===== src/hw/ofdr_pkg.sv =====
// package: constants, register map and types of the oscillator failure detect and recovery block
`default_nettype none
package ofdr_pkg;
  // -----------------------------------------------------------------
  // timing
  // -----------------------------------------------------------------
  localparam int CLK_PERIOD_NS = 100; // system clock period, 10 mhz
  localparam int PRIM_FAIL_PERIOD_NS = 1000000; // 1 khz threshold period in ns
  // longest time: rounds down to whole cycles
  localparam logic [15:0] PRIM_FAIL_CYC_DFLT = 16'(PRIM_FAIL_PERIOD_NS / CLK_PERIOD_NS);
  localparam logic [15:0] WDT_FAIL_CYC_DFLT = 16'h1f44; // 8004 system clocks without a wdt edge
  localparam logic [3:0] SWITCH_GAP_CYC = 4'h4; // clock-off gap during a source change
  localparam int CNT_W = 16; // width of the failure counters

  // -----------------------------------------------------------------
  // register map (byte addresses, one word each)
  // -----------------------------------------------------------------
  localparam logic [7:0] ADR_CTRL = 8'h00; // oscillator_control_reg, read/write
  localparam logic [7:0] ADR_STAT = 8'h04; // sticky failure status, read only
  localparam logic [7:0] ADR_CLR = 8'h08; // write one to clear status
  localparam logic [7:0] ADR_IEN = 8'h0c; // interrupt enable, same layout as status
  localparam logic [7:0] ADR_STATE = 8'h10; // live switch-over state, read only
  localparam int CTRL_W = 6; // used bits of the control register
  localparam int STAT_W = 2; // used bits of status, clear and enable
  localparam int STATE_W = 5; // used bits of the state register
  localparam logic [CTRL_W-1:0] CTRL_RST = 6'h30; // ipo and wdt osc on, detectors off, ipo selected
  localparam logic [STAT_W-1:0] STAT_RST = 2'h0; // nothing pending
  localparam logic [STAT_W-1:0] IEN_RST = 2'h0; // interrupt line masked

  // -----------------------------------------------------------------
  // types
  // -----------------------------------------------------------------
  typedef enum logic [1:0] {
    SRC_IPO = 2'b00, // internal_precision_osc
    SRC_XTAL = 2'b01, // crystal or resonator oscillator
    SRC_WDT = 2'b10, // watchdog timer oscillator
    SRC_EXT = 2'b11 // external clock input
  } ofdr_src_e;

  typedef enum logic [0:0] {
    SW_RUN = 1'b0, // clock gated on, source stable
    SW_GAP = 1'b1 // clock held low while the source changes
  } ofdr_sw_e;

  typedef struct packed {
    logic wdt_osc_en; // [5] watchdog oscillator running
    logic ipo_en; // [4] internal_precision_osc running
    logic wdt_osc_fail_detect_en; // [3] watchdog osc failure detection
    logic primary_fail_detect_en; // [2] primary osc failure detection
    ofdr_src_e osc_source_select; // [1:0] requested system clock source
  } ofdr_ctrl_s;

  typedef struct packed {
    logic wdt_fail; // [1] watchdog oscillator failed
    logic prim_fail; // [0] primary oscillator failed
  } ofdr_stat_s;

  localparam logic [1:0] SRC_NUM_W = 2'h3; // highest oscillator index
endpackage : ofdr_pkg
`default_nettype wire


===== src/hw/ofdr_sync2.sv =====
// two flip-flop synchroniser for the raw oscillator inputs
`default_nettype none
module ofdr_sync2 #(
  parameter int WIDTH = 4 // number of bits synchronised
) (
  input wire logic clk_i, // system clock
  input wire logic rst_i, // synchronous reset, active high
  input wire logic [WIDTH-1:0] d_i, // asynchronous inputs
  output logic [WIDTH-1:0] q_o // synchronised outputs
);
  // -----------------------------------------------------------------
  // stages
  // -----------------------------------------------------------------
  logic [WIDTH-1:0] meta_q; // first stage, read by the second only
  logic [WIDTH-1:0] sync_q; // second stage

  // two stages, nothing taps the first
  always_ff @(posedge clk_i) begin
    if (rst_i) begin
      meta_q <= '0;
      sync_q <= '0;
    end else begin
      meta_q <= d_i;
      sync_q <= meta_q;
    end
  end

  assign q_o = sync_q;
endmodule : ofdr_sync2
`default_nettype wire


===== src/hw/ofdr_top.sv =====
// oscillator failure detection and automatic clock recovery with a wishbone register port
// Behaviour
// - detection left on may flag during switch
// - internal oscillator on at reset, off only by software
// - primary failure raises nonmaskable event
// - primary failure forces watchdog oscillator as clock
// - forced switch only if watchdog oscillator enabled
// - no forced switch when watchdog is source
// - primary fails below about 1 khz
// - watchdog failure raises event, no clock change
// - after watchdog failure primary detection stops
// - watchdog fails after 8004 clocks without edge
//
// The Wishbone slave port and the address map are this design's own decisions.
`default_nettype none
module ofdr_top #(
  parameter logic [15:0] PRIM_FAIL_CYC = ofdr_pkg::PRIM_FAIL_CYC_DFLT, // clocks without a primary edge
  parameter logic [15:0] WDT_FAIL_CYC = ofdr_pkg::WDT_FAIL_CYC_DFLT // clocks without a wdt edge
) (
  input wire logic clk_i, // system clock, 10 mhz
  input wire logic rst_i, // synchronous reset, active high
  input wire logic [3:0] osc_i, // raw oscillator levels, indexed by source code
  input wire logic wb_cyc_i, // wishbone cycle
  input wire logic wb_stb_i, // wishbone strobe
  input wire logic wb_we_i, // wishbone write enable
  input wire logic [7:0] wb_adr_i, // wishbone byte address
  input wire logic [3:0] wb_sel_i, // wishbone byte lanes
  input wire logic [31:0] wb_dat_i, // wishbone write data
  output logic [31:0] wb_dat_o, // wishbone read data
  output logic wb_ack_o, // wishbone acknowledge
  output logic [1:0] clk_src_o, // active system clock source
  output logic clk_gate_o, // system clock gate, low during a change
  output logic ipo_en_o, // internal_precision_osc enable
  output logic wdt_osc_en_o, // watchdog oscillator enable
  output logic nmi_o, // nonmaskable failure event pending
  output logic irq_o // maskable interrupt line
);
  // -----------------------------------------------------------------
  // declarations
  // -----------------------------------------------------------------
  logic [3:0] osc_s; // synchronised oscillator levels
  logic [3:0] osc_prev_q; // previous levels for edge detect
  logic [3:0] osc_edge; // rising edges per source
  ofdr_pkg::ofdr_ctrl_s ctrl_q; // control register
  ofdr_pkg::ofdr_stat_s stat_q; // sticky failure flags
  ofdr_pkg::ofdr_stat_s ien_q; // interrupt enables
  ofdr_pkg::ofdr_stat_s clr_req; // write-one-to-clear this cycle
  ofdr_pkg::ofdr_src_e clk_src_q; // active clock source
  ofdr_pkg::ofdr_src_e target; // source the switcher heads for
  ofdr_pkg::ofdr_sw_e sw_state_q; // switcher state
  logic [3:0] gap_cnt_q; // cycles left in the gap
  logic clk_gate_q; // gate register
  logic forced_q; // recovery has taken over the clock
  logic wdt_dead_q; // a wdt failure has been seen
  logic [ofdr_pkg::CNT_W-1:0] prim_cnt_q; // clocks since last primary edge
  logic [ofdr_pkg::CNT_W-1:0] wdt_cnt_q; // clocks since last wdt edge
  logic prim_fail_evt; // one-cycle primary failure
  logic wdt_fail_evt; // one-cycle wdt failure
  logic prim_watch; // primary detector armed
  logic wdt_watch; // wdt detector armed
  logic switch_ok; // recovery may force a switch
  logic acc; // bus access this cycle
  logic wr_ctrl; // write to control register
  logic ack_q; // acknowledge register
  logic [31:0] dat_q; // read data register
  logic nmi_q; // nmi register
  logic irq_q; // irq register

  // -----------------------------------------------------------------
  // functions
  // -----------------------------------------------------------------
  // address match for a given register
  function automatic logic hit(input logic [7:0] adr, input logic [7:0] reg_adr);
    hit = (adr == reg_adr);
  endfunction : hit

  // read data for an address, unmapped reads give zero
  function automatic logic [31:0] rd_mux(input logic [7:0] adr, input ofdr_pkg::ofdr_ctrl_s c,
                                         input ofdr_pkg::ofdr_stat_s s, input ofdr_pkg::ofdr_stat_s e,
                                         input logic [ofdr_pkg::STATE_W-1:0] st);
    rd_mux = 32'h0;
    if (hit(adr, ofdr_pkg::ADR_CTRL)) begin
      rd_mux[ofdr_pkg::CTRL_W-1:0] = c;
    end else if (hit(adr, ofdr_pkg::ADR_STAT)) begin
      rd_mux[ofdr_pkg::STAT_W-1:0] = s;
    end else if (hit(adr, ofdr_pkg::ADR_IEN)) begin
      rd_mux[ofdr_pkg::STAT_W-1:0] = e;
    end else if (hit(adr, ofdr_pkg::ADR_STATE)) begin
      rd_mux[ofdr_pkg::STATE_W-1:0] = st;
    end
  endfunction : rd_mux

  // -----------------------------------------------------------------
  // oscillator inputs
  // -----------------------------------------------------------------
  ofdr_sync2 #(
    .WIDTH(4)
  ) u_sync (
    .clk_i(clk_i),
    .rst_i(rst_i),
    .d_i(osc_i),
    .q_o(osc_s)
  );

  // edge detect on the synchronised copies only
  always_ff @(posedge clk_i) begin
    if (rst_i) begin
      osc_prev_q <= 4'h0;
    end else begin
      osc_prev_q <= osc_s;
    end
  end
  assign osc_edge = osc_s & ~osc_prev_q;

  // -----------------------------------------------------------------
  // wishbone slave
  // -----------------------------------------------------------------
  assign acc = wb_cyc_i && wb_stb_i && !ack_q;
  assign wr_ctrl = acc && wb_we_i && wb_sel_i[0] && hit(wb_adr_i, ofdr_pkg::ADR_CTRL);
  assign clr_req = (acc && wb_we_i && wb_sel_i[0] && hit(wb_adr_i, ofdr_pkg::ADR_CLR))
                   ? ofdr_pkg::ofdr_stat_s'(wb_dat_i[ofdr_pkg::STAT_W-1:0]) : ofdr_pkg::STAT_RST;

  // one ack per request, dropped the cycle after
  always_ff @(posedge clk_i) begin
    if (rst_i) begin
      ack_q <= 1'b0;
      dat_q <= 32'h0;
    end else begin
      ack_q <= acc;
      if (acc && !wb_we_i) begin
        dat_q <= rd_mux(wb_adr_i, ctrl_q, stat_q, ien_q, {(sw_state_q == ofdr_pkg::SW_GAP), wdt_dead_q,
                                                        forced_q, clk_src_q});
      end
    end
  end

  // control register; oscillator enables only change by software
  always_ff @(posedge clk_i) begin
    if (rst_i) begin
      ctrl_q <= ofdr_pkg::CTRL_RST;
    end else if (wr_ctrl) begin
      ctrl_q <= ofdr_pkg::ofdr_ctrl_s'(wb_dat_i[ofdr_pkg::CTRL_W-1:0]);
    end
  end

  // interrupt enable register
  always_ff @(posedge clk_i) begin
    if (rst_i) begin
      ien_q <= ofdr_pkg::IEN_RST;
    end else if (acc && wb_we_i && wb_sel_i[0] && hit(wb_adr_i, ofdr_pkg::ADR_IEN)) begin
      ien_q <= ofdr_pkg::ofdr_stat_s'(wb_dat_i[ofdr_pkg::STAT_W-1:0]);
    end
  end

  // -----------------------------------------------------------------
  // primary oscillator failure detector
  // -----------------------------------------------------------------
  // watches whichever source drives the clock; no masking during a
  // software switch, so a left-on detector may fire then
  assign prim_watch = ctrl_q.primary_fail_detect_en && !wdt_dead_q;
  assign prim_fail_evt = prim_watch && (prim_cnt_q == PRIM_FAIL_CYC - 16'h1);
  // restarts on every rising edge of the active source
  always_ff @(posedge clk_i) begin
    if (rst_i) begin
      prim_cnt_q <= '0;
    end else if (!prim_watch || osc_edge[clk_src_q] || prim_fail_evt) begin
      prim_cnt_q <= '0;
    end else begin
      prim_cnt_q <= prim_cnt_q + 16'h1;
    end
  end

  // -----------------------------------------------------------------
  // watchdog oscillator failure detector
  // -----------------------------------------------------------------
  // software must switch this off when wdt is the source or stopped
  assign wdt_watch = ctrl_q.wdt_osc_fail_detect_en && !wdt_dead_q;
  assign wdt_fail_evt = wdt_watch && (wdt_cnt_q == WDT_FAIL_CYC - 16'h1);
  // counts system clocks while waiting for a wdt edge
  always_ff @(posedge clk_i) begin
    if (rst_i) begin
      wdt_cnt_q <= '0;
    end else if (!wdt_watch || osc_edge[ofdr_pkg::SRC_WDT] || wdt_fail_evt) begin
      wdt_cnt_q <= '0;
    end else begin
      wdt_cnt_q <= wdt_cnt_q + 16'h1;
    end
  end
  // a dead wdt blocks primary detection until reset
  always_ff @(posedge clk_i) begin
    if (rst_i) begin
      wdt_dead_q <= 1'b0;
    end else if (wdt_fail_evt) begin
      wdt_dead_q <= 1'b1;
    end
  end

  // -----------------------------------------------------------------
  // recovery and glitch-free switch
  // -----------------------------------------------------------------
  assign switch_ok = ctrl_q.wdt_osc_en && (clk_src_q != ofdr_pkg::SRC_WDT);
  // forced takeover held until software next writes the control register
  always_ff @(posedge clk_i) begin
    if (rst_i) begin
      forced_q <= 1'b0;
    end else if (prim_fail_evt && switch_ok) begin
      forced_q <= 1'b1;
    end else if (wr_ctrl) begin
      forced_q <= 1'b0;
    end
  end
  // wdt failure never alters the target
  assign target = forced_q ? ofdr_pkg::SRC_WDT : ctrl_q.osc_source_select;
  // break before make: gate low, wait, then move source and raise gate on the same edge
  always_ff @(posedge clk_i) begin
    if (rst_i) begin
      sw_state_q <= ofdr_pkg::SW_RUN;
      clk_src_q <= ofdr_pkg::SRC_IPO;
      clk_gate_q <= 1'b1;
      gap_cnt_q <= 4'h0;
    end else begin
      case (sw_state_q)
        ofdr_pkg::SW_RUN: begin
          if (target != clk_src_q) begin
            clk_gate_q <= 1'b0;
            gap_cnt_q <= ofdr_pkg::SWITCH_GAP_CYC;
            sw_state_q <= ofdr_pkg::SW_GAP;
          end
        end
        ofdr_pkg::SW_GAP: begin
          if (gap_cnt_q == 4'h0) begin
            clk_src_q <= target;
            clk_gate_q <= 1'b1;
            sw_state_q <= ofdr_pkg::SW_RUN;
          end else begin
            gap_cnt_q <= gap_cnt_q - 4'h1;
          end
        end
        default: begin
          sw_state_q <= ofdr_pkg::SW_RUN;
        end
      endcase
    end
  end

  // -----------------------------------------------------------------
  // failure flags and interrupt outputs
  // -----------------------------------------------------------------
  // set beats clear in the same cycle
  always_ff @(posedge clk_i) begin
    if (rst_i) begin
      stat_q <= ofdr_pkg::STAT_RST;
    end else begin
      stat_q.prim_fail <= prim_fail_evt || (stat_q.prim_fail && !clr_req.prim_fail);
      stat_q.wdt_fail <= wdt_fail_evt || (stat_q.wdt_fail && !clr_req.wdt_fail);
    end
  end
  // nmi ignores the mask, irq honours it
  always_ff @(posedge clk_i) begin
    if (rst_i) begin
      nmi_q <= 1'b0;
      irq_q <= 1'b0;
    end else begin
      nmi_q <= |stat_q;
      irq_q <= |(stat_q & ien_q);
    end
  end

  // -----------------------------------------------------------------
  // outputs
  // -----------------------------------------------------------------
  assign wb_ack_o = ack_q;
  assign wb_dat_o = dat_q;
  assign clk_src_o = clk_src_q;
  assign clk_gate_o = clk_gate_q;
  assign ipo_en_o = ctrl_q.ipo_en;
  assign wdt_osc_en_o = ctrl_q.wdt_osc_en;
  assign nmi_o = nmi_q;
  assign irq_o = irq_q;
endmodule : ofdr_top
`default_nettype wire


===== config.mk =====
export PLATFORM = sky130hd
export DESIGN_NAME = ofdr_top
export DESIGN_NICKNAME = d
export VERILOG_FILES = /design/src/hw/ofdr_pkg.sv /design/src/hw/ofdr_sync2.sv /design/src/hw/ofdr_top.sv
export SDC_FILE = /design/constraint.sdc
export NUM_CORES = 1
export LEC_CHECK = 0
export ABC_AREA = 1
export ABC_CLOCK_PERIOD_IN_PS = 1300
export BUFFER_PORTS_ARGS = -buffer_cell sky130_fd_sc_hd__buf_2
export CORE_AREA = 2 2 103 105
export DETAILED_ROUTE_END_ITERATION = 12
export DIE_AREA = 0 0 105 107
export PLACE_DENSITY = 0.62
export SYNTH_ARGS = -nofsm -noshare
export SYNTH_HDL_FRONTEND = slang
export SYNTH_HIERARCHICAL = 1
export SYNTH_SLANG_ARGS = --single-unit

===== constraint.sdc =====
create_clock -name clk_i -period 1.3 [get_ports clk_i]
set_input_delay 0.26 -clock clk_i [delete_from_list [all_inputs] [get_ports clk_i]]
set_output_delay 0.26 -clock clk_i [all_outputs]
set_load 0.1 [all_outputs]

# == After elaboration in Yosys (flattened, before gate mapping) ==
# Index checks and enable logic that the tools add are counted.
# totals
regBits,73
in_bits,53
word_cells,104
# classes
addsub,3
order_cmp,1
n_eq_ne,11
mux,22
bitwise,4
reduce_logical,39
# op_table
operator,count
$add A16 B1 Y16 const B,2
$eq A16 B13 Y1 const B,1
$eq A16 B14 Y1 const B,1
$eq A8 B4 Y1 const B,2
$logic_and A1 B1 Y1,16
$mux W5,2
$eq A8 B3 Y1 const B,1
$eq A8 B5 Y1 const B,1
$logic_not A8 Y1,1
$mux W1,8
$mux W2,4
$mux W4,2
$pmux W4 S2,1
$reduce_or A2 Y1,4
$logic_not A1 Y1,7
$logic_or A1 B1 Y1,6
$mux W3,2
$ne A2 B2 Y1 const B,3
$reduce_and A2 Y1,3
$and A4 B4 Y4,1
$logic_not A4 Y1,1
$not A4 Y4,1
$pmux W1 S2,2
$sub A4 B1 Y4 const B,1
7 further kinds,7

# == Longest topological paths before layout ==
# depth
word_depth,9
mapped_depth,9

# == Cells and area by module ==
# The synthesis kept the hierarchy.
# modules_own_cells
module,n_inst,cells_each,area_each_um2
ofdr_top,1,457,3263.1
ofdr_sync2,1,25,231.5

# == Least setup slack after synthesis ==
# No wires, ideal clock.
# synth_timing
path_kind,flip-flop to flip-flop
from,"reg clk_src_q[0], in the netlist clk_src_o[0]"
to,reg prim_cnt_q[10] (netlist name)
setup_time_ns,0.116
t_arrival_ns,1.774
slack_ns,-0.590
path_stages_with_launch,9
period_less_slack_ns,1.890
path_cell_list,dfxtp_1 > inv_1 > o21ai_0 > o21ai_0 > nor2_1 > nor2_1 > nand2_2 > buf_6 > nor2_1
# synth_between
elab_chain_cells,5
# synth_rtl
element,line_no,source
from (decl),ofdr_top.sv:48,ofdr_pkg::ofdr_src_e clk_src_q;
from (signal assigned),ofdr_top.sv:218,clk_src_q <= ofdr_pkg::SRC_IPO;
from (signal assigned),ofdr_top.sv:232,clk_src_q <= target;
$bmux W1 S2,ofdr_top.sv:166,end else if (!prim_watch || osc_edge[clk_src_q] || prim_fail_evt) begin
$mux W1 (implied by the code),ofdr_top.sv:166,
$logic_or A1 B1 Y1 (2 in a row),ofdr_top.sv:166,
$reduce_or A2 Y1 (no source line),--,
to (signal assigned),ofdr_top.sv:169,prim_cnt_q <= prim_cnt_q + 16'h1;
to (decl),ofdr_top.sv:55,logic [ofdr_pkg::CNT_W-1:0] prim_cnt_q;
# No other way between the ends. The select of a mux whose other input is x is not followed.
# A chain may end at the register's enable or synchronous reset.

# == Final worst setup path ==
# layout_timing
from,reg wdt_cnt_q[1] (netlist name)
to,reg wdt_cnt_q[12] (netlist name)
# layout_between
elab_chain_cells,4
# layout_rtl
element,line_no,source
from (decl),ofdr_top.sv:56,logic [ofdr_pkg::CNT_W-1:0] wdt_cnt_q;
from (signal assigned),ofdr_top.sv:186,wdt_cnt_q <= wdt_cnt_q + 16'h1;
"parallel branches: the longest is 4 deep, another holds $add A16 B1 Y16",--,
# Several ways; the timed one is not identified.

==> key figures <==
Status
  – Status: finished with violations
  – Violated checks: negative setup slack

Synth
  – Synth Register Bits: 73
  – Register area share after synthesis: 41.8%
  – Top FF cell, synth: dfxtp_1
  – Synth Warn #: 6
  – Post-synth cell types: 32
  – Syn Area/Cell: 7.25 µm²
  – Syn Inst Count: 482
  – Ys async rst share: 0%
  – Cell area after technology mapping: 0.00349 mm²
  – Post-synth EDFFs: 0

CTS
  – CTS Root Cell: clkbuf_8
  – Clock transition at path regs: 90 ps
  – Htree depth: 3
  – TritonCTS Buffers: 9
  – TritonCTS Sinks: 73
  – # hold bufs at CTS: 0
  – Clock Latency Late Sink: 350 ps
  – CTS tree: done
  – Clock tree buffer depth: 2

STA
  – Fmax: 750 MHz
  – Final setup viols: 11
  – TNS Setup: -133 ps
  – RSZ-0062 raised after global routing: yes
  – Final min period: 1330 ps
  – Final Skew: 16.3 ps
  – Final Cycle Share: 103%
  – Hold Fails Final Rpt: 0
  – Final Max Tran Viols: 0
  – Worst Setup Slack, final: -32.7 ps

Global routing
  – Pin count of the biggest net entering global routing: 18
  – Initial antenna violation count: 0
  – First-pass GRT wire length: 13200 µm
  – Global-route usage over all layers: 14.4%
  – Grt total ovfl: 0
  – Vias in the first global route: 2997

Critical path
  – Critical Path Sink Type: flop
  – Crit path kind: flop to flop
  – Critical path launch point type: flop
  – CP Data Required Time: 1550 ps
  – Crit path max fanout: 6
  – Arrival @ worst endpoint: 1590 ps

Power and ir drop
  – Worst vdd ir: 0.000818 V
  – Flop pwr share: 43.9%
  – Sw Pwr: 1.81 mW
  – Static leakage: 1.84 nW
  – Switching share of power: 33.3%
  – Combinational power share: 21.3%
  – Cell Int Power: 3.63 mW
  – Clock network power share: 34.8%
  – Pwr dens: 1150 mW/mm²

Placed design
  – Dpl cells: 681
  – Port buffer count: 37
  – Post-DP HPWL: 5730 µm
  – Routability Congestion: 0.879

Detailed routing
  – Routed wire length: 7820 µm
  – Vias/cell: 4.50
  – Violation count after the first detailed-route iteration: 109
  – Antenna Nets Post-Route: 0
  – Via count: 3174
  – WL/cell: 11.1 µm
  – DRC violations left: 0
  – First drt pass iteration count: 4

Floorplanning
  – Die X: 105 µm
  – Die Area: 0.0112 mm²
  – Core region area: 0.0101 mm²
  – Starting density of the core: 34.6%
  – Die height: 107 µm
  – Num rows: 37
  – Io pins: 93

Layout
  – Ratio of cells with drive above 1 in the final layout: 31.5%
  – Non-filler cells, final: 705
  – Fin nets: 620
  – Most frequent cells in the layout: inv_1, nor2_1, nand2_1, dfxtp_1, buf_4
  – Commonest non-fill, non-tap cell in the layout: inv_1
  – Area Growth Syn to Fin: 34.9%
  – N_diodes: 0

Flow run
  – Max Cap Violations: 0

Min path
  – Hold crit path type: primary input to flop
## metrics by stage
stage	setup slack [ps]	power [mW]	hold slack, ps	cell area (µm²)	utilization (%)
after detailed placement	-93.7	3.52	395	4190	41.5
after CTS	-29.6	5.43	98.7	4480	44.4
after global routing	-138	5.67	99.8	4710	46.7
final	-32.7	5.44	108	4710	46.7
after floorplan	0.544	3.28	367	3620	-
after global placement	-45.5	3.51	392	4190	41.5
## synth_stat cells (4+ instances only)
master	count	area, µm²
nand3_1	31	155
or2_2	4	25.0
nand4_1	13	81.3
nor2_1	83	312
inv_1	67	251
nor3_1	10	50.1
nand2_1	66	248
xnor2_1	4	35.0
xor2_1	12	105
a21oi_1	39	195
buf_4	26	195
dfxtp_1	73	1460
nand3_2	4	40.0
o21ai_0	20	100
## area by class of cell
| cell class | count | area [µm²] |
|---|---|---|
| fill | 992 | 5380 |
| tap | 136 | 170 |
| sequential | 73 | 1500 |
| timing repair buffer | 77 | 711 |
| inverter | 68 | 255 |
| clock buffer | 10 | 149 |
| multi-input combinational | 335 | 1860 |
| clock inverter | 6 | 65.1 |
## flip-flops by register name (all words and copies together), names as in the netlist, 2 cells and up
signal,count
prim_cnt_q,16
u_sync/q_o,4
ien_q,2
stat_q,2
wdt_cnt_q,16
u_sync/meta_q,4
osc_prev_q,4
clk_src_o,2
gap_cnt_q,4
ctrl_q,4
wb_dat_o,6
## path summary, 6_finish.rpt
| check | startpoint | endpoint | slack, ps | depth (start not counted) |
|---|---|---|---|---|
| worst max-delay path | wdt_cnt_q[1] | wdt_cnt_q[12] | -30 | 7 |
| worst min-delay path | osc_i[3] | u_sync/meta_q[3] | 110 | 3 |
| worst max register to register | wdt_cnt_q[1] | wdt_cnt_q[12] | -30 | 7 |
| worst min register to register | u_sync/meta_q[3] | u_sync/q_o[3] | 410 | 2 |
## critical path: stages (launching register included)
cell and delay [ps]:
dfxtp_2 360, ha_4 160, nand3_4 100, nor3_4 150, nand2_2 120, buf_4 160, o21ai_4 120, a21oi_2 60
## logic make-up after synthesis
kind of cell               after synthesis  synth area share (%)
DFF                                     73                  41.8
and+or+nand+nor                        225                  29.2
other                                    1                 0.107
xor gates and xnor gates                16                  4.01
AOI/OAI and AO/OA                       64                  9.56
adders and majority gates                3                  1.07
buffers and inverters                  100                  14.2
## metal layers
| metal | track usage, % | share of wire, % |
|---|---|---|
| met2 | 25.9 | 51 |
| met1 | 16.6 | 44 |
| met3 | 3.34 | 3.7 |
| met5 | 0 | 0 |
| met4 | 5.14 | 1.3 |
## what timing repair did
action,4_1_cts,5_1_grt
gates cloned,0,2
gates resized for setup,17,62
endpoints found under the setup margin,37,50
buffers inserted,2,4
pin swaps,7,15
## power by group through the flow
stage / clock network (mW) / logic, mW / registers [mW]
2_1_floorplan: 0 / 0.625 / 2.65
6_report: 1.89 / 1.16 / 2.38
4_1_cts: 1.94 / 1.11 / 2.38
3_3_place_gp: 0 / 1.07 / 2.44
3_5_place_dp: 0 / 1.08 / 2.44
5_1_grt: 2.04 / 1.24 / 2.39
Power figures use the tool's default switching activity.
